## config.mk

```make
export PLATFORM = sky130hd
export DESIGN_NAME = bcsir_regs
export DESIGN_NICKNAME = d
export VERILOG_FILES = /design/src/bcsir_pkg.sv /design/src/bcsir_sync.sv /design/src/bcsir_setpoint_eval.sv /design/src/bcsir_regs.sv
export VERILOG_INCLUDE_DIRS = /design/src
export SDC_FILE = /design/constraint.sdc
export NUM_CORES = 1
export LEC_CHECK = 0
export BUFFER_PORTS_ARGS = -buffer_cell sky130_fd_sc_hd__buf_2
export CAP_MARGIN = 10
export CORE_MARGIN = 10
export CORE_UTILIZATION = 40
export CTS_CLUSTER_SIZE = 16
export DETAILED_ROUTE_END_ITERATION = 10
export GPL_TIMING_DRIVEN = 0
export PLACE_DENSITY_LB_ADDON = 0.1
export SYNTH_ARGS = -nofsm -noshare
export SYNTH_HDL_FRONTEND = slang
export SYNTH_SLANG_ARGS = --single-unit
```

## constraint.sdc

```tcl
create_clock -name core_clk_i -period 4.05 [get_ports core_clk_i]
set_clock_uncertainty 0.15 [all_clocks]
set_input_delay 0.81 -clock core_clk_i [delete_from_list [all_inputs] [get_ports core_clk_i]]
set_output_delay 0.81 -clock core_clk_i [all_outputs]
set_load 0.005 [all_outputs]
```

## src/bcsir_regs.svh

```systemverilog
// Offsets, fields, reset values and counts of the channel 2 bank.
`ifndef BCSIR_REGS_SVH
`define BCSIR_REGS_SVH

// Register offsets on the serial port.
`define BCSIR_OFF_SEL_MODES   8'h2C
`define BCSIR_OFF_CODE_A      8'h2D
`define BCSIR_OFF_CODE_B      8'h2E
`define BCSIR_OFF_PART_ID     8'h48
`define BCSIR_OFF_REV_VAR     8'h49
`define BCSIR_OFF_CUST_CODE   8'h4A
`define BCSIR_OFF_CFG_REV     8'h4B

// Field positions in the select and mode register.
`define BCSIR_SEL_BIT         4
`define BCSIR_MODE_B_MSB      3
`define BCSIR_MODE_B_LSB      2
`define BCSIR_MODE_A_MSB      1
`define BCSIR_MODE_A_LSB      0

// Raw mode field encodings.
`define BCSIR_MODE_RAW_PFM    2'h0
`define BCSIR_MODE_RAW_AUTO   2'h3

// Legal voltage code window: 0.30 V to 1.90 V in 10 mV steps.
`define BCSIR_CODE_MIN        8'h1E
`define BCSIR_CODE_MAX        8'hBE

// Reset values used when no strap value is loaded.
`define BCSIR_RST_SEL         1'h0
`define BCSIR_RST_MODE        2'h3
`define BCSIR_RST_CODE        8'h64

// Strap profile taken when the strap pin reads high.
`define BCSIR_STRAP1_SEL      1'h1
`define BCSIR_STRAP1_MODE_A   2'h3
`define BCSIR_STRAP1_MODE_B   2'h1
`define BCSIR_STRAP1_CODE_A   8'h64
`define BCSIR_STRAP1_CODE_B   8'h64

// Edges after release before the strap is sampled.
`define BCSIR_STRAP_SETTLE    2'h2

// Reset value of the synchroniser: enable, strap, data, clock.
`define BCSIR_SYNC_RST        4'h3

`endif

```

## src/bcsir_pkg.sv

```systemverilog
// Types shared by the channel 2 setpoint bank.
package bcsir_pkg;

  // Converter operating mode after decoding a raw mode field.
  typedef enum logic [1:0] {
    BCSIR_MODE_PFM,
    BCSIR_MODE_PWM,
    BCSIR_MODE_AUTO
  } bcsir_mode_t;

  // Serial port byte engine states.
  typedef enum logic [3:0] {
    BCSIR_ST_IDLE,
    BCSIR_ST_ADDR,
    BCSIR_ST_ADDR_ACK,
    BCSIR_ST_PTR,
    BCSIR_ST_PTR_ACK,
    BCSIR_ST_WR,
    BCSIR_ST_WR_ACK,
    BCSIR_ST_RD,
    BCSIR_ST_RD_ACK
  } bcsir_bus_state_t;

endpackage : bcsir_pkg

```

## src/bcsir_sync.sv

```systemverilog
// Two flip-flop synchroniser for a group of pin inputs.
`timescale 1ns/1ps
module bcsir_sync #(
  parameter int         WIDTH     = 4,
  parameter logic [3:0] RESET_VAL = 4'h0
) (
  // Clock and reset.
  input  wire logic             core_clk_i,
  input  wire logic             rst_b_i,
  // Asynchronous pins and their synchronised copies.
  input  wire logic [WIDTH-1:0] async_i,
  output logic      [WIDTH-1:0] sync_o
);

  genvar g;

  // Two flops per bit; only the second is read.
  generate
    for (g = 0; g < WIDTH; g = g + 1) begin : g_bit
      logic meta;
      always_ff @(posedge core_clk_i or negedge rst_b_i) begin
        if (!rst_b_i) begin
          meta      <= RESET_VAL[g];
          sync_o[g] <= RESET_VAL[g];
        end else begin
          meta      <= async_i[g];
          sync_o[g] <= meta;
        end
      end
    end
  endgenerate

endmodule : bcsir_sync

```

## src/bcsir_setpoint_eval.sv

```systemverilog
// Active setpoint select, mode decode and write range check.
`timescale 1ns/1ps
`include "bcsir_regs.svh"
module bcsir_setpoint_eval (
  // Stored setpoint state.
  input  wire logic               sel_i,
  input  wire logic [1:0]         mode_a_i,
  input  wire logic [1:0]         mode_b_i,
  input  wire logic [7:0]         code_a_i,
  input  wire logic [7:0]         code_b_i,
  // Candidate write data.
  input  wire logic [7:0]         wr_data_i,
  // Results.
  output logic      [7:0]         code_o,
  output bcsir_pkg::bcsir_mode_t  mode_o,
  output logic                    wr_in_range_o
);

  logic [1:0] raw_mode;

  // Setpoint select chooses the voltage and mode pair.
  always_comb begin
    code_o   = sel_i ? code_b_i : code_a_i;
    raw_mode = sel_i ? mode_b_i : mode_a_i;
  end

  // Mode decode: 0 PFM, 3 auto, else PWM.
  always_comb begin
    case (raw_mode)
      `BCSIR_MODE_RAW_PFM:  mode_o = bcsir_pkg::BCSIR_MODE_PFM;
      `BCSIR_MODE_RAW_AUTO: mode_o = bcsir_pkg::BCSIR_MODE_AUTO;
      default:              mode_o = bcsir_pkg::BCSIR_MODE_PWM;
    endcase
  end

  // Codes outside 0.30 V to 1.90 V are not accepted.
  assign wr_in_range_o = (wr_data_i >= `BCSIR_CODE_MIN) &&
                         (wr_data_i <= `BCSIR_CODE_MAX);

endmodule : bcsir_setpoint_eval

```

## src/bcsir_regs.sv

```systemverilog
// Channel 2 setpoint and identity register bank behind a two-wire serial port.
//
// Functional notes
// - Select bit picks set A or B.
// - Mode field: 0 PFM, 1-2 PWM, 3 auto.
// - Strap enable loads setpoint fields from strap pin.
// - Set A code linear, 10 mV per step.
// - Set B code uses the same scale.
// - Both codes default to one volt, 0x64.
// - Out-of-range code writes keep old value.
// - Part identifier at 0x48, writes ignored.
// - 0x49: mask revision high, variant low.
// - Customer code 0x4A, config revision 0x4B.
// - Select and mode register sits at 0x2C.
`timescale 1ns/1ps
`include "bcsir_regs.svh"
module bcsir_regs #(
  parameter logic [6:0] DEV_ADDR          = 7'h2A,  // Bus address, arbitrary.
  parameter logic [7:0] PART_IDENTIFIER   = 8'hA5,  // Arbitrary value.
  parameter logic [3:0] MASK_REVISION     = 4'h1,   // Arbitrary value.
  parameter logic [3:0] CHIP_VARIANT_CODE = 4'h2,   // Arbitrary value.
  parameter logic [7:0] CUSTOMER_CODE     = 8'h3C,  // Arbitrary value.
  parameter logic [7:0] PROG_PROGRAMMED_CONFIG_REVISION   = 8'h01   // Arbitrary value.
) (
  // Clock and reset.
  input  wire logic               core_clk_i,
  input  wire logic               rst_b_i,
  // Serial port pins; data is open drain.
  input  wire logic               scl_i,
  input  wire logic               sda_i,
  output logic                    sda_o,
  output logic                    sda_oe_b_o,
  // Start-up straps.
  input  wire logic               configuration_strap_pin_i,
  input  wire logic               strap_load_enable_i,
  // Active setpoint towards the converter.
  output logic                    setpoint_select_bit_o,
  output logic      [7:0]         active_voltage_code_o,
  output bcsir_pkg::bcsir_mode_t  active_mode_o,
  output logic                    init_done_o
);

  // Synchronised pins and their delayed copies.
  logic [3:0] pins_sync;
  logic       scl_s;
  logic       sda_s;
  logic       strap_s;
  logic       strap_en_s;
  logic       scl_d;
  logic       sda_d;

  // Start-up state.
  logic [1:0] init_cnt;
  logic [1:0] next_init_cnt;
  logic       init_done;
  logic       next_init_done;
  logic       load_strap;

  // Setpoint registers.
  logic       setpoint_select_bit;
  logic [1:0] set_a_operation_field;
  logic [1:0] set_b_operation_field;
  logic [7:0] set_a_voltage_code;
  logic [7:0] set_b_voltage_code;
  logic       next_setpoint_select_bit;
  logic [1:0] next_set_a_operation_field;
  logic [1:0] next_set_b_operation_field;
  logic [7:0] next_set_a_voltage_code;
  logic [7:0] next_set_b_voltage_code;

  // Serial engine state.
  bcsir_pkg::bcsir_bus_state_t state;
  bcsir_pkg::bcsir_bus_state_t next_state;
  logic [3:0] bit_cnt;
  logic [3:0] next_bit_cnt;
  logic [7:0] shift_reg;
  logic [7:0] next_shift_reg;
  logic [7:0] ptr;
  logic [7:0] next_ptr;
  logic       rw;
  logic       next_rw;
  logic       pull_low;
  logic       next_pull_low;
  logic       wr_en;

  // Bus events and read data.
  logic       ev_start;
  logic       ev_stop;
  logic       ev_rise;
  logic       ev_fall;
  logic [7:0] rd_cur;
  logic [7:0] rd_inc;
  logic [7:0] ptr_inc;

  // Evaluated setpoint.
  logic [7:0]             sel_code;
  bcsir_pkg::bcsir_mode_t sel_mode;
  logic                   wr_in_range;

  // Pins pass two flops first.
  bcsir_sync #(
    .WIDTH     (4),
    .RESET_VAL (`BCSIR_SYNC_RST)
  ) u_sync (
    .core_clk_i (core_clk_i),
    .rst_b_i    (rst_b_i),
    .async_i    ({strap_load_enable_i, configuration_strap_pin_i, sda_i, scl_i}),
    .sync_o     (pins_sync)
  );

  assign scl_s      = pins_sync[0];
  assign sda_s      = pins_sync[1];
  assign strap_s    = pins_sync[2];
  assign strap_en_s = pins_sync[3];

  // Select, decode and range check.
  bcsir_setpoint_eval u_eval (
    .sel_i         (setpoint_select_bit),
    .mode_a_i      (set_a_operation_field),
    .mode_b_i      (set_b_operation_field),
    .code_a_i      (set_a_voltage_code),
    .code_b_i      (set_b_voltage_code),
    .wr_data_i     (shift_reg),
    .code_o        (sel_code),
    .mode_o        (sel_mode),
    .wr_in_range_o (wr_in_range)
  );

  // Read map; reserved and unmapped offsets read as zero.
  function automatic logic [7:0] read_reg(input logic [7:0] addr);
    logic [7:0] data;
    data = 8'h00;
    case (addr)
      `BCSIR_OFF_SEL_MODES: data = {3'h0, setpoint_select_bit, set_b_operation_field,
                                    set_a_operation_field};
      `BCSIR_OFF_CODE_A:    data = set_a_voltage_code;
      `BCSIR_OFF_CODE_B:    data = set_b_voltage_code;
      `BCSIR_OFF_PART_ID:   data = PART_IDENTIFIER;
      `BCSIR_OFF_REV_VAR:   data = {MASK_REVISION, CHIP_VARIANT_CODE};
      `BCSIR_OFF_CUST_CODE: data = CUSTOMER_CODE;
      `BCSIR_OFF_CFG_REV:   data = PROG_PROGRAMMED_CONFIG_REVISION;
      default:              data = 8'h00;
    endcase
    return data;
  endfunction : read_reg

  assign ptr_inc = ptr + 8'h01;
  assign rd_cur  = read_reg(ptr);
  assign rd_inc  = read_reg(ptr_inc);

  // Bus edges and conditions.
  assign ev_start = init_done & scl_s & scl_d & sda_d & ~sda_s;
  assign ev_stop  = scl_s & scl_d & ~sda_d & sda_s;
  assign ev_rise  = scl_s & ~scl_d;
  assign ev_fall  = ~scl_s & scl_d;

  // Delayed lines for edge detection.
  always_ff @(posedge core_clk_i or negedge rst_b_i) begin
    if (!rst_b_i) begin
      scl_d <= 1'b1;
      sda_d <= 1'b1;
    end else begin
      scl_d <= scl_s;
      sda_d <= sda_s;
    end
  end

  // Start-up: wait for the synchronised straps, load once.
  always_comb begin
    next_init_cnt  = init_cnt;
    next_init_done = init_done;
    load_strap     = 1'b0;
    if (!init_done) begin
      next_init_cnt = init_cnt + 2'h1;
      if (init_cnt == `BCSIR_STRAP_SETTLE) begin
        next_init_done = 1'b1;
        load_strap     = strap_en_s;
      end
    end
  end

  always_ff @(posedge core_clk_i or negedge rst_b_i) begin
    if (!rst_b_i) begin
      init_cnt  <= 2'h0;
      init_done <= 1'b0;
    end else begin
      init_cnt  <= next_init_cnt;
      init_done <= next_init_done;
    end
  end

  // Serial byte engine: address, then pointer and write bytes, or read bytes.
  always_comb begin
    next_state     = state;
    next_bit_cnt   = bit_cnt;
    next_shift_reg = shift_reg;
    next_ptr       = ptr;
    next_rw        = rw;
    next_pull_low  = pull_low;
    wr_en          = 1'b0;
    if (ev_start) begin
      next_state    = bcsir_pkg::BCSIR_ST_ADDR;
      next_bit_cnt  = 4'h0;
      next_pull_low = 1'b0;
    end else if (ev_stop) begin
      next_state    = bcsir_pkg::BCSIR_ST_IDLE;
      next_pull_low = 1'b0;
    end else begin
      case (state)
        bcsir_pkg::BCSIR_ST_IDLE: begin
          next_pull_low = 1'b0;
        end
        bcsir_pkg::BCSIR_ST_ADDR,
        bcsir_pkg::BCSIR_ST_PTR,
        bcsir_pkg::BCSIR_ST_WR: begin
          if (ev_rise && bit_cnt != 4'h8) begin
            next_shift_reg = {shift_reg[6:0], sda_s};
            next_bit_cnt   = bit_cnt + 4'h1;
          end else if (ev_fall && bit_cnt == 4'h8) begin
            next_pull_low = 1'b1;
            if (state == bcsir_pkg::BCSIR_ST_ADDR) begin
              if (shift_reg[7:1] == DEV_ADDR) begin
                next_rw    = shift_reg[0];
                next_state = bcsir_pkg::BCSIR_ST_ADDR_ACK;
              end else begin
                next_pull_low = 1'b0;
                next_state    = bcsir_pkg::BCSIR_ST_IDLE;
              end
            end else if (state == bcsir_pkg::BCSIR_ST_PTR) begin
              next_ptr   = shift_reg;
              next_state = bcsir_pkg::BCSIR_ST_PTR_ACK;
            end else begin
              wr_en      = 1'b1;
              next_state = bcsir_pkg::BCSIR_ST_WR_ACK;
            end
          end
        end
        bcsir_pkg::BCSIR_ST_ADDR_ACK: begin
          if (ev_fall) begin
            next_bit_cnt = 4'h0;
            if (rw) begin
              next_shift_reg = rd_cur;
              next_pull_low  = ~rd_cur[7];
              next_state     = bcsir_pkg::BCSIR_ST_RD;
            end else begin
              next_pull_low = 1'b0;
              next_state    = bcsir_pkg::BCSIR_ST_PTR;
            end
          end
        end
        bcsir_pkg::BCSIR_ST_PTR_ACK,
        bcsir_pkg::BCSIR_ST_WR_ACK: begin
          if (ev_fall) begin
            next_bit_cnt  = 4'h0;
            next_pull_low = 1'b0;
            next_state    = bcsir_pkg::BCSIR_ST_WR;
            if (state == bcsir_pkg::BCSIR_ST_WR_ACK) begin
              next_ptr = ptr_inc;
            end
          end
        end
        bcsir_pkg::BCSIR_ST_RD: begin
          if (ev_fall) begin
            if (bit_cnt == 4'h7) begin
              next_pull_low = 1'b0;
              next_state    = bcsir_pkg::BCSIR_ST_RD_ACK;
            end else begin
              next_shift_reg = {shift_reg[6:0], 1'b0};
              next_pull_low  = ~shift_reg[6];
              next_bit_cnt   = bit_cnt + 4'h1;
            end
          end
        end
        bcsir_pkg::BCSIR_ST_RD_ACK: begin
          if (ev_rise) begin
            next_shift_reg = {shift_reg[7:1], sda_s};
          end else if (ev_fall) begin
            if (!shift_reg[0]) begin
              next_ptr       = ptr_inc;
              next_shift_reg = rd_inc;
              next_pull_low  = ~rd_inc[7];
              next_bit_cnt   = 4'h0;
              next_state     = bcsir_pkg::BCSIR_ST_RD;
            end else begin
              next_state = bcsir_pkg::BCSIR_ST_IDLE;
            end
          end
        end
        default: begin
          next_pull_low = 1'b0;
          next_state    = bcsir_pkg::BCSIR_ST_IDLE;
        end
      endcase
    end
  end

  always_ff @(posedge core_clk_i or negedge rst_b_i) begin
    if (!rst_b_i) begin
      state     <= bcsir_pkg::BCSIR_ST_IDLE;
      bit_cnt   <= 4'h0;
      shift_reg <= 8'h00;
      ptr       <= 8'h00;
      rw        <= 1'b0;
      pull_low  <= 1'b0;
    end else begin
      state     <= next_state;
      bit_cnt   <= next_bit_cnt;
      shift_reg <= next_shift_reg;
      ptr       <= next_ptr;
      rw        <= next_rw;
      pull_low  <= next_pull_low;
    end
  end

  // Setpoint registers: strap load at start-up, then host writes.
  always_comb begin
    next_setpoint_select_bit   = setpoint_select_bit;
    next_set_a_operation_field = set_a_operation_field;
    next_set_b_operation_field = set_b_operation_field;
    next_set_a_voltage_code    = set_a_voltage_code;
    next_set_b_voltage_code    = set_b_voltage_code;
    if (load_strap) begin
      if (strap_s) begin
        next_setpoint_select_bit   = `BCSIR_STRAP1_SEL;
        next_set_a_operation_field = `BCSIR_STRAP1_MODE_A;
        next_set_b_operation_field = `BCSIR_STRAP1_MODE_B;
        next_set_a_voltage_code    = `BCSIR_STRAP1_CODE_A;
        next_set_b_voltage_code    = `BCSIR_STRAP1_CODE_B;
      end else begin
        next_setpoint_select_bit   = `BCSIR_RST_SEL;
        next_set_a_operation_field = `BCSIR_RST_MODE;
        next_set_b_operation_field = `BCSIR_RST_MODE;
        next_set_a_voltage_code    = `BCSIR_RST_CODE;
        next_set_b_voltage_code    = `BCSIR_RST_CODE;
      end
    end else if (wr_en) begin
      case (ptr)
        `BCSIR_OFF_SEL_MODES: begin
          next_setpoint_select_bit   = shift_reg[`BCSIR_SEL_BIT];
          next_set_b_operation_field = shift_reg[`BCSIR_MODE_B_MSB:`BCSIR_MODE_B_LSB];
          next_set_a_operation_field = shift_reg[`BCSIR_MODE_A_MSB:`BCSIR_MODE_A_LSB];
        end
        `BCSIR_OFF_CODE_A: begin
          if (wr_in_range) begin
            next_set_a_voltage_code = shift_reg;
          end
        end
        `BCSIR_OFF_CODE_B: begin
          if (wr_in_range) begin
            next_set_b_voltage_code = shift_reg;
          end
        end
        default: begin
          next_setpoint_select_bit = setpoint_select_bit;
        end
      endcase
    end
  end

  always_ff @(posedge core_clk_i or negedge rst_b_i) begin
    if (!rst_b_i) begin
      setpoint_select_bit   <= `BCSIR_RST_SEL;
      set_a_operation_field <= `BCSIR_RST_MODE;
      set_b_operation_field <= `BCSIR_RST_MODE;
      set_a_voltage_code    <= `BCSIR_RST_CODE;
      set_b_voltage_code    <= `BCSIR_RST_CODE;
    end else begin
      setpoint_select_bit   <= next_setpoint_select_bit;
      set_a_operation_field <= next_set_a_operation_field;
      set_b_operation_field <= next_set_b_operation_field;
      set_a_voltage_code    <= next_set_a_voltage_code;
      set_b_voltage_code    <= next_set_b_voltage_code;
    end
  end

  // Registered copy of the active setpoint.
  always_ff @(posedge core_clk_i or negedge rst_b_i) begin
    if (!rst_b_i) begin
      setpoint_select_bit_o <= `BCSIR_RST_SEL;
      active_voltage_code_o <= `BCSIR_RST_CODE;
      active_mode_o         <= bcsir_pkg::BCSIR_MODE_AUTO;
    end else begin
      setpoint_select_bit_o <= setpoint_select_bit;
      active_voltage_code_o <= sel_code;
      active_mode_o         <= sel_mode;
    end
  end

  // Open drain data: the line is only ever pulled low.
  assign sda_o       = 1'b0;
  assign sda_oe_b_o  = ~pull_low;
  assign init_done_o = init_done;

endmodule : bcsir_regs

```

# Word level (Yosys, flattened, before mapping)
# Cells that the tools add are included.
totals:
  register_bits: 71
  latch_bits: 0
  ram_bits: 0
  romBits: 0
  input_bits: 6
  memories: 0
classes:
  n_addsub: 3
  mul: 0
  n_div: 0
  magnitude_cmp: 2
  eq_ne: 61
  n_shift: 0
  mux: 94
  bitwise_logic: 20
  n_reduce_logical: 26
op_table:
  columns: ["operator", "count"]
  rows:
  - ["$mux 8", 25]
  - ["$pmux 8 s7", 2]
  - ["$mux 4", 20]
  - ["$eq 8x7->1 const B", 8]
  - ["$eq 8x6->1 const B", 6]
  - ["$ne 4x4->1 const B", 10]
  - ["$pmux 8 s4", 1]
  - ["$ne 2x2->1 const B", 15]
  - ["$mux 1", 29]
  - ["$reduce_and 9->1", 3]
  - ["$ne 3x3->1 const B", 8]
  - ["$pmux 4 s6", 1]
  - ["$pmux 8 s3", 1]
  - ["$eq 4x3->1 const B", 5]
  - ["$mux 2", 10]
  - ["$pmux 4 s4", 1]
  - ["$reduce_and 12->1", 1]
  - ["$not 1->1", 11]
  - ["$reduce_and 11->1", 1]
  - ["$reduce_bool 2->1", 5]
  - ["$and 1x1->1", 9]
  - ["$add 8x1->8 const B", 1]
  - ["$eq 4x2->1 const B", 2]
  - ["$eq 4x4->1 const B", 2]
  - ["other kinds (23)", 29]

# Depth between registers and ports, before layout
# Gate-level depths: netlist of the first run.
depth:
  word_depth: 10
  mapped_depth: 11
  depth_no_buf: 8

# By module
# A second synthesis of the first run with hierarchy kept.
unflattened:
  cells_unflattened: 485
  area_unflattened_um2: 4534.3
by_module_without_submodules:
  columns: ["mod", "n_inst", "cells_per_inst", "area_each_um2", "seq_area_each_um2"]
  rows:
  - ["bcsir_regs", 1, 460, 4125.2, 1596.5]
  - ["bcsir_sync", 1, 8, 205.2, 205.2]
  - ["bcsir_setpoint_eval", 1, 17, 203.9, 0.0]

# Least setup slack after synthesis of the first run
# No wires, ideal clock.
synth_path:
  path_kind: "register -> register"
  start: "reg ptr[1]"
  end: "reg shift_reg[1]"
  setup_time_ps: 76
  t_arrival_ps: 2569
  required_ps: 3824
  slack_ps: 1255
  path_stages_with_launch: 9
  n_path_buf: 1
  synth_period_minus_slack_ps: 2795
  cell_sequence: "dfrtp_1 > ha_1 > buf_2 > xnor2_1 > or4b_4 > a221oi_4 > a2111oi_2 > or4_4 > o21ai_1"
synth_between:
  elab_chain_cells: 7
synth_lines:
  columns: ["item", "line", "source"]
  rows:
  - ["start: declaration", "bcsir_regs.sv:78", "logic [7:0] ptr;"]
  - ["start signal: assignment", "bcsir_regs.sv:309", "ptr <= next_ptr;"]
  - ["$add 8x1->8", "bcsir_regs.sv:147", "assign ptr_inc = ptr + 8'h01;"]
  - ["$eq 8x7->1 or $eq 8x6->1 (tied branches)", "bcsir_regs.sv:133", "case (addr)"]
  - ["$pmux 8 s7", "bcsir_regs.sv:133", null]
  - ["$mux 8", "bcsir_regs.sv:278", "if (!shift_reg[0]) begin"]
  - ["$mux 8", "bcsir_regs.sv:277", "end else if (ev_fall) begin"]
  - ["$mux 8", "bcsir_regs.sv:275", "if (ev_rise) begin"]
  - ["$pmux 8 s4 *", "bcsir_regs.sv:209", "case (state)"]
  - ["end signal: assignment", "bcsir_regs.sv:308", "shift_reg <= next_shift_reg;"]
  - ["end: declaration", "bcsir_regs.sv:76", "logic [7:0] shift_reg;"]
# Mark *: on every way between the ends. The rest lies on a longest branch, timed or not. The select of a mux whose other input is x is not followed.
# A chain may end at the register's enable or synchronous reset.

# Worst setup path in the final report of the first run
layout_path:
  start: "reg u_sync.sync_o[0]"
  end: "reg set_b_voltage_code[7]"
layout_between:
  elab_chain_cells: 10
layout_lines:
  columns: ["item", "line", "source"]
  rows:
  - ["start: declaration", "bcsir_sync.sv:12", "output logic [WIDTH-1:0] sync_o"]
  - ["start signal: indexed assignment", "bcsir_sync.sv:24", "sync_o[g] <= RESET_VAL[g];"]
  - ["start signal: indexed assignment", "bcsir_sync.sv:27", "sync_o[g] <= meta;"]
  - ["$not 1->1", "bcsir_regs.sv:155", "assign ev_fall = ~scl_s & scl_d;"]
  - ["$and 1x1->1", "bcsir_regs.sv:155", null]
  - ["$logic_and 1x1->1", "bcsir_regs.sv:219", "end else if (ev_fall && bit_cnt == 4'h8) begin"]
  - ["$mux 1", "bcsir_regs.sv:219", null]
  - ["$mux 1", "bcsir_regs.sv:216", "if (ev_rise && bit_cnt != 4'h8) begin"]
  - ["$mux 1", "bcsir_regs.sv:209", null]
  - ["$mux 1", "bcsir_regs.sv:205", "end else if (ev_stop) begin"]
  - ["$mux 1 *", "bcsir_regs.sv:201", "if (ev_start) begin"]
  - ["$reduce_bool 2->1 (no source line) *", null, null]
  - ["$reduce_and 3->1 (no source line) *", null, null]
  - ["end signal: assignment", "bcsir_regs.sv:366", "set_b_voltage_code <= `BCSIR_RST_CODE;"]
  - ["end signal: assignment", "bcsir_regs.sv:372", "set_b_voltage_code <= next_set_b_voltage_code;"]
  - ["end: declaration", "bcsir_regs.sv:64", "logic [7:0] set_b_voltage_code;"]
# Mark *: on every way between the ends. The rest lies on a longest branch, timed or not.

==> flow_summary.json, run 1 <==
{
  "area_growth_pct": 10.7,
  "wl_per_cell_microns": 19.6,
  "grt_usage_pct": 16.1,
  "cts_buffer_depth": 2,
  "cts_tree": "yes",
  "clockRootBuffer": "clkbuf_8",
  "synth_top_area_cell": "dfrtp_1",
  "antenna_found_initial": 0,
  "path_clk_slew_ns": 0.07,
  "fin_nets": 526,
  "fillers": 1063,
  "fin_tns_setup_ns": 0,
  "pre_cts_slack_ns": 0.596,
  "antenna_cells": 0,
  "crit_fanout": 9,
  "syn-num-nets": 496,
  "synth-edff-count": 0,
  "gp_congestion": 0.902,
  "die_height_microns": 126,
  "die_w_microns": 126,
  "grt_pass1_vias": 3677,
  "io_pins": 20,
  "synth-seq-cells": 71,
  "holdCritPathClass": "flop to flop",
  "ir_worst_vdd_mv": 0.249,
  "wirelength_mm": 12.8,
  "numCtsBuffers": 9,
  "yosysWarningCount": 0,
  "post_cts_buffers": 0,
  "max_stage_delay_ns": 0.86,
  "critical_path_arrival_ns": 3.49,
  "setup_ws_ns": 0.653,
  "rows": 38,
  "ys.flop_type": "dfrtp_1",
  "synth_top_area_share_pct": 28.5,
  "hpwlAfterDp_mm": 9.31,
  "hold_viol": 0,
  "synth_cells": 478,
  "vias_per_cell": 5.95,
  "cpMaxStageDelayCell": "a21boi_1",
  "drc_errors": 0,
  "hold_buffers": 0,
  "yosys-top-cells-area": "dfrtp_1, dfstp_2, mux2_2",
  "drtAntennaViolNets": 0,
  "num_vias": 3883,
  "worstMarginPinSlew_ns": 1.10,
  "grt_max_degree": 37,
  "initial_core_util_pct": 41.1,
  "portBuffers": 18,
  "cp-start-kind": "flop",
  "power_density_nw_per_um2": 525,
  "grt_pass1_wl_mm": 20.8,
  "initialDrtViolationCount": 340,
  "ys_seq_area_share_pct": 40.2,
  "power_leakage_nw": 2.05,
  "fmax_mhz": 294,
  "overflow": 0,
  "critPathBufInv": 1,
  "ys_types": 71,
  "syn_area_per_cell_sq_um": 9.37,
  "dieArea_sq_um": 15800,
  "coreArea_sq_um": 10900,
  "critical_path.cell_chain": "ha_1, and3b_1, clkbuf_1, o21bai_1, nor4_1, and4_1, a21boi_1, mux2_2",
  "cts.sinks": 71,
  "cts-resized-gates": 0,
  "synth_area_sq_um": 4480,
  "path_class": "flop to flop",
  "status": "completed",
  "period_share_pct": 83.9,
  "p_total_w": 0.00260,
  "ys_async_sr_fraction_pct": 100,
  "dr.pass1.iters": 5,
  "timing.hold.ws_ns": 0.202,
  "cp.required_ns": 4.15,
  "end_kind": "flop",
  "fin_util_pct": 45.5,
  "setup_violations": 0,
  "critical_path.top_delay_family": "compound AO/OA/AOI/OAI gates",
  "maxCapViolCount": 0,
  "htree_levels": 3,
  "period_needed_ns": 3.40,
  "rsz0062_at_grt": "false",
  "maxSlewHeadroom_pct": 26.7,
  "drive_gt1_share_pct": 20.3,
  "drv_slew": 0,
  "clock_latency_ns": 0.38
}
-- power breakdown --
part           total (W)  switching, W  internal (W)
Clock           0.000569      0.000287      0.000282
Combinational    0.00105      0.000663      0.000390
Sequential      0.000980      0.000153      0.000827
Total            0.00260       0.00110       0.00150
-- logic make-up after synthesis --
group                    after synthesis  share of synthesized area, %
XOR/XNOR                               4                         0.782
other                                  1                        0.0837
AND/OR/NAND/NOR                      148                          18.3
adder cells (fa/ha/maj)               12                          3.35
AO/OA/AOI/OAI                        153                          23.7
multiplexers                          35                          8.66
flip-flops                            71                          40.2
buffers and inverters                 54                          4.86
-- routing by layer --
layer / routed length (microns) / global-route usage [%] / vias to the layer above
li1: - / - / 1846
met1: 6330 / 22.8 / 1903
met2: 5620 / 23.6 / 118
met3: 653 / 3.78 / 16
met4: 191 / 5.29 / 0
met5: 0 / 0 / -
-- synth_stat cells (all sizes together), types with 6 or more instances --
library cell and number:
dfrtp 51, nand2 36, o21ai 36, a21oi 33, mux2 30, nor2 26
clkbuf 23, inv 23, dfstp 20, ha 12, a22o 11, nand3 10
nand2b 9, nor2b 9, and2 8, buf 8, nand4 8, nor3 8
a22oi 7, a211oi 6, a221oi 6, o2bb2ai 6
-- stage by stage --
step	instance area (sq um)	instances
final	4960	653
after global routing	4960	653
after CTS	4960	653
after detailed placement	4770	637
after global placement	4740	636
after floorplan	4480	478
-- final timing paths --
kind,start,to,slack [ns],depth (start not counted)
max,u_sync.sync_o[0],set_b_voltage_code[7],0.65,8
min,u_sync.g_bit[2].meta,u_sync.sync_o[2],0.20,0
max reg2reg,u_sync.sync_o[0],set_b_voltage_code[7],0.65,8
min reg2reg,u_sync.g_bit[2].meta,u_sync.sync_o[2],0.20,0
max in group asynchronous,rst_b_i,scl_d,2.86,2
min in group asynchronous,rst_b_i,set_b_voltage_code[4],0.24,1
-- placed cells by master (no fill, tap or decap), types with 6 or more instances in the layout --
cell,count
inv_1,23
nand3_1,8
nand4_1,8
a22oi_1,7
buf_2,22
dfrtp_1,51
clkbuf_8,9
a22o_1,11
o2bb2ai_1,6
mux2_2,30
o21ai_0,31
nor3_1,8
nand2b_1,9
nor2b_1,9
clkbuf_1,23
ha_1,12
nor2_1,25
a21oi_1,33
nand2_1,36
dfstp_2,20
a211oi_1,6
and2_1,8
-- area by class of cell --
cell class                 count  area, sq um  share of cell area, %
clock buffer                  10          128                   2.58
tap                          140          175                   3.53
inverter                      23         86.3                   1.74
clock inverter                 6         62.6                   1.26
multi-input combinational    353         2460                   49.6
sequential                    71         1800                   36.4
buffer                        31          131                   2.65
timing repair buffer          19          113                   2.27
No activity file was read; power rests on OpenSTA's default activity.
==> run 2, diff against run 1 <==
clock period = 2.8 ns   (was 4.05 ns; I/O delays follow)
==> flow_summary.json, run 2 (synthesis results as in run 1) <==
{
  "fin_nets": 534,
  "cpMaxStageDelayCell": "or4b_4",
  "htree_levels": 3,
  "max_stage_delay_ns": 0.54,
  "antenna_cells": 0,
  "die_w_microns": 126,
  "violations": "negative hold slack",
  "met1_length_mm": 6.28,
  "ir_worst_vdd_mv": 0.351,
  "portBuffers": 18,
  "critical_path.cell_chain": "ha_2, xnor2_1, or4b_4, a221oi_4, a2111oi_4, or4_4, o21ai_2",
  "drv_slew": 0,
  "io_pins": 20,
  "p_total_w": 0.00396,
  "grt_pass1_wl_mm": 20.9,
  "critical_path_arrival_ns": 2.87,
  "area_growth_pct": 16.6,
  "overflow": 0,
  "rows": 38,
  "initial_core_util_pct": 41.1,
  "status": "finished with violations",
  "holdCritPathClass": "input port to async pin",
  "num_vias": 3913,
  "dieArea_sq_um": 15800,
  "coreArea_sq_um": 10900,
  "hold_viol": 7,
  "grt_max_degree": 37,
  "power_density_nw_per_um2": 758,
  "wl_per_cell_microns": 19.7,
  "path_clk_slew_ns": 0.09,
  "cts.sinks": 71,
  "timing.hold.ws_ns": -0.00892,
  "grt_usage_pct": 16.2,
  "final_common_cell": "dfrtp_1",
  "drc_errors": 0,
  "dr.pass1.iters": 5,
  "critical_path.top_delay_family": "simple AND/OR/NAND/NOR gates",
  "initialDrtViolationCount": 300,
  "grt_pass1_vias": 3695,
  "power_leakage_nw": 2.17,
  "crit_fanout": 9,
  "drtAntennaViolNets": 0,
  "cp.required_ns": 2.95,
  "maxSlewHeadroom_pct": 46.8,
  "hold_buffers": 0,
  "fin_tns_setup_ns": 0,
  "fillers": 1031,
  "clockRootBuffer": "clkbuf_8",
  "fmax_mhz": 367,
  "numCtsBuffers": 9,
  "vias_per_cell": 5.92,
  "drive_gt1_share_pct": 26.9,
  "path_class": "flop to flop",
  "wirelength_mm": 13.0,
  "end_kind": "flop",
  "mostFrequentLayoutCells": "dfrtp_1, nand2_1, mux2_2, o21ai_0, a21oi_1",
  "antenna_found_initial": 0,
  "hpwlAfterDp_mm": 9.31,
  "period_needed_ns": 2.73,
  "die_height_microns": 126,
  "rrSetupSlack_ns": 0.07,
  "gp_congestion": 0.902,
  "rsz0062_at_grt": "true",
  "place_inst": 637,
  "highest_layer": "met4",
  "clock_latency_ns": 0.38,
  "r2r_start": "ptr[0]",
  "setup_violations": 0,
  "place_area_sq_um": 4770,
  "wl_met2_mm": 5.83,
  "cts_buffer_depth": 2,
  "r2r-end": "shift_reg[1]",
  "worstMarginPinSlew_ns": 0.789,
  "critPathBufInv": 0,
  "final_cell_area_sq_um": 5220,
  "rr_worst_depth": 7,
  "finalNonFillerCells": 661,
  "period_share_pct": 97.4,
  "cp-start-kind": "flop",
  "cts_tree": "yes",
  "met3_wirelength_microns": 768,
  "maxCapViolCount": 0
}
==> run 2: cell count changes in the layout (fill, tap and decap cells not counted), sizes merged <==
cell    delta
buf       +10
clkbuf     -2
==> run 2: final cells by class <==
cell class                 instances  area [sq um]  share of cell area (%)
buffer                            27           125                    2.40
clock buffer                      10           128                    2.44
clock inverter                     6          62.6                    1.20
inverter                          23          86.3                    1.65
multi-input combinational        353          2610                    50.1
sequential                        71          1800                    34.5
tap                              140           175                    3.35
timing repair buffer              31           228                    4.36
==> run 2: what timing repair did <==
action	CTS	global route
gates resized for setup	20	19
setup endpoints to repair	36	39
endpoints found under the hold margin	0	0
buffers inserted	6	6
pin swaps	3	4
==> run 2: worst register-to-register path: cells and delay by family, from the launching register on <==
kind            cells  cell delay (ns)
flops               1             0.42
fa+ha+maj           1             0.27
compound gates      3             0.66
simple gates        2             1.01
xor+xnor            1             0.15
==> run 2: metal layers <==
| metal | track usage [%] | vias up |
|---|---|---|
| met5 | 0 | - |
| met4 | 4.69 | 0 |
| met3 | 3.52 | 12 |
| met2 | 24.4 | 125 |
| met1 | 22.8 | 1914 |
| li1 | - | 1862 |
==> run 2: power by group <==
group	internal, W	switching [W]
sequential	0.00120	0.000208
combinational	0.000677	0.00105
clock	0.000408	0.000421
total	0.00228	0.00168
==> run 2: per-stage QoR <==
step | utilization (%) | hold slack, ns | worst slack, ns
after floorplan | - | 0.114 | 0.00482
after global placement | 43.6 | 0.186 | -0.643
after detailed placement | 43.8 | 0.187 | -0.654
after CTS | 47.1 | 0.000175 | -0.0406
after global routing | 48.0 | 0.0137 | -0.0158
final | 48.0 | -0.00892 | 0.0733
==> run 2: worst max path at each step <==
stage / from / end / slack (ns) / cells past startpoint
after floorplan: ptr[1] / shift_reg[1] / 0.005 / 8
after global placement: u_sync.sync_o[0] / set_b_voltage_code[4] / -0.64 / 8
after detailed placement: u_sync.sync_o[0] / set_b_voltage_code[7] / -0.65 / 8
after CTS: ptr[0] / shift_reg[1] / -0.04 / 8
after global routing: scl_d / shift_reg[1] / -0.02 / 8
final: ptr[0] / shift_reg[1] / 0.07 / 7
==> run 3, diff against run 2 <==
SYNTH_HIERARCHICAL = 1   (was default)
==> flow_summary.json, run 3 <==
{
  "clock_latency_ns": 0.35,
  "holdCritPathClass": "input port to flop",
  "hpwlAfterDp_mm": 9.26,
  "status": "completed",
  "die_w_microns": 126,
  "cts-resized-gates": 0,
  "met1_length_mm": 6.41,
  "io_pins": 20,
  "overflow": 0,
  "gp_congestion": 0.949,
  "hold_buffers": 0,
  "clockRootBuffer": "clkbuf_16",
  "rsz0062_at_grt": "false",
  "yosys-top-cells-area": "dfrtp_1, dfstp_2, mux2i_1",
  "vias_per_cell": 5.85,
  "wirelength_mm": 12.8,
  "antenna_cells": 0,
  "area_growth_pct": 14.2,
  "drive_gt1_share_pct": 20.1,
  "synth-edff-count": 0,
  "mostFrequentLayoutCells": "dfrtp_1, nor2_1, nand2_1",
  "syn_area_per_cell_sq_um": 9.35,
  "power_density_nw_per_um2": 767,
  "highest_layer": "met4",
  "synth_area_sq_um": 4530,
  "ir_worst_vdd_mv": 0.420,
  "wl_per_cell_microns": 19.5,
  "rr_worst_depth": 7,
  "ys_seq_area_share_pct": 39.7,
  "cp-start-kind": "flop",
  "path_clk_slew_ns": 0.05,
  "power_leakage_nw": 2.24,
  "cts_tree": "yes",
  "cts.sinks": 71,
  "rows": 38,
  "hold_depth": 1,
  "met3_wirelength_microns": 789,
  "ys_types": 78,
  "cts_buffer_depth": 2,
  "initial_core_util_pct": 41.3,
  "fin_nets": 531,
  "grt_pass1_vias": 3703,
  "synth_top_area_share_pct": 28.1,
  "syn-num-nets": 503,
  "coreArea_sq_um": 11000,
  "end_kind": "flop",
  "worstMarginPinSlew_ns": 0.896,
  "period_share_pct": 92.3,
  "hold_viol": 0,
  "drc_errors": 0,
  "portBuffers": 18,
  "p_total_w": 0.00397,
  "fin_util_pct": 47.2,
  "numCtsBuffers": 9,
  "yosysWarningCount": 6,
  "synth.most_common_cell": "dfrtp_1",
  "ys.flop_type": "dfrtp_1",
  "htree_levels": 3,
  "drtAntennaViolNets": 0,
  "grt_pass1_wl_mm": 20.8,
  "dieArea_sq_um": 16000,
  "num_vias": 3851,
  "maxSlewHeadroom_pct": 40.3,
  "ys_async_sr_fraction_pct": 100,
  "initialDrtViolationCount": 372,
  "grt_max_degree": 72,
  "path_class": "flop to flop",
  "synth_cells": 485,
  "final_cell_area_sq_um": 5180,
  "place_area_sq_um": 4800,
  "grt_usage_pct": 16.2,
  "final_common_cell": "dfrtp_1",
  "fmax_mhz": 387,
  "critical_path_arrival_ns": 2.70,
  "post_cts_buffers": 0,
  "crit_fanout": 8,
  "period_needed_ns": 2.59,
  "fin_tns_setup_ns": 0,
  "cp.required_ns": 2.91,
  "synth_top_area_cell": "dfrtp_1",
  "synth_commonest_cells": "dfrtp_1, nor2_1, nand2_1, a21oi_1, o21ai_0",
  "antenna_found_initial": 0,
  "die_height_microns": 126,
  "maxCapViolCount": 0,
  "dr.pass1.iters": 6,
  "wl_met2_mm": 5.41,
  "synth-seq-cells": 71,
  "drv_slew": 0,
  "setup_violations": 0
}
## run 3: path summary, 6_finish.rpt
kind	startpoint	end	slack [ns]
worst max register to register	scl_d	set_b_operation_field[1]	0.21
worst min register to register	u_sync/g_bit[3].meta	u_sync/sync_o[3]	0.20
worst max-delay path	scl_d	set_b_operation_field[1]	0.21
worst min-delay path	scl_i	u_sync/g_bit[0].meta	0.16
min in group asynchronous	rst_b_i	active_voltage_code_o[1]	0.19
max in group asynchronous	rst_b_i	state[0]	1.73
## run 3: metrics by stage
stage               setup slack (ns)  instances  hold WS [ns]
floorplan                      0.549        485         0.114
global placement               0.122        643         0.182
detailed placement            0.0992        643         0.188
CTS                           0.0798        659         0.153
global route                  0.0581        658         0.156
finish                         0.214        658         0.162
## run 3: kinds of logic (layout without fill, tap and decap cells)
kind of cell,after synthesis,after routing,share of synthesized area [%]
AND/OR/NAND/NOR,168,168,20.4
AO/OA/AOI/OAI,152,152,22.5
flip-flops,71,71,39.7
multiplexers,37,37,9.30
adder cells (fa/ha/maj),13,13,3.53
buffers and inverters,42,75,4.19
other,1,1,0.0827
XOR/XNOR,1,1,0.193
## run 3: metal layers
metal / track usage (%) / vias up
met4: 5.76 / 0
met2: 22.0 / 128
li1: - / 1843
met3: 3.71 / 16
met5: 0 / -
met1: 24.0 / 1864
## run 3: final cells by class
type	instances	area [sq um]
Buffer	23	121
Multi-Input combinational cell	372	2550
Fill cell	1047	5800
Inverter	18	67.6
Sequential cell	71	1800
Clock inverter	4	98.8
Clock buffer	12	267
Timing Repair Buffer	18	92.6
Tap cell	140	175
## run 3: power by group
| part | internal (W) | switching [W] |
|---|---|---|
| Sequential | 0.00118 | 0.000265 |
| Combinational | 0.000431 | 0.000713 |
| Clock | 0.000945 | 0.000435 |
| Total | 0.00256 | 0.00141 |
## run 3: critical path, stage by stage (launching register included)
cell	delay (ns)
dfstp_2	0.55
ha_1	0.14
clkbuf_1	0.31
o211ai_1	0.28
nor4_4	0.45
nand2_2	0.25
mux2i_1	0.17
a21boi_0	0.20
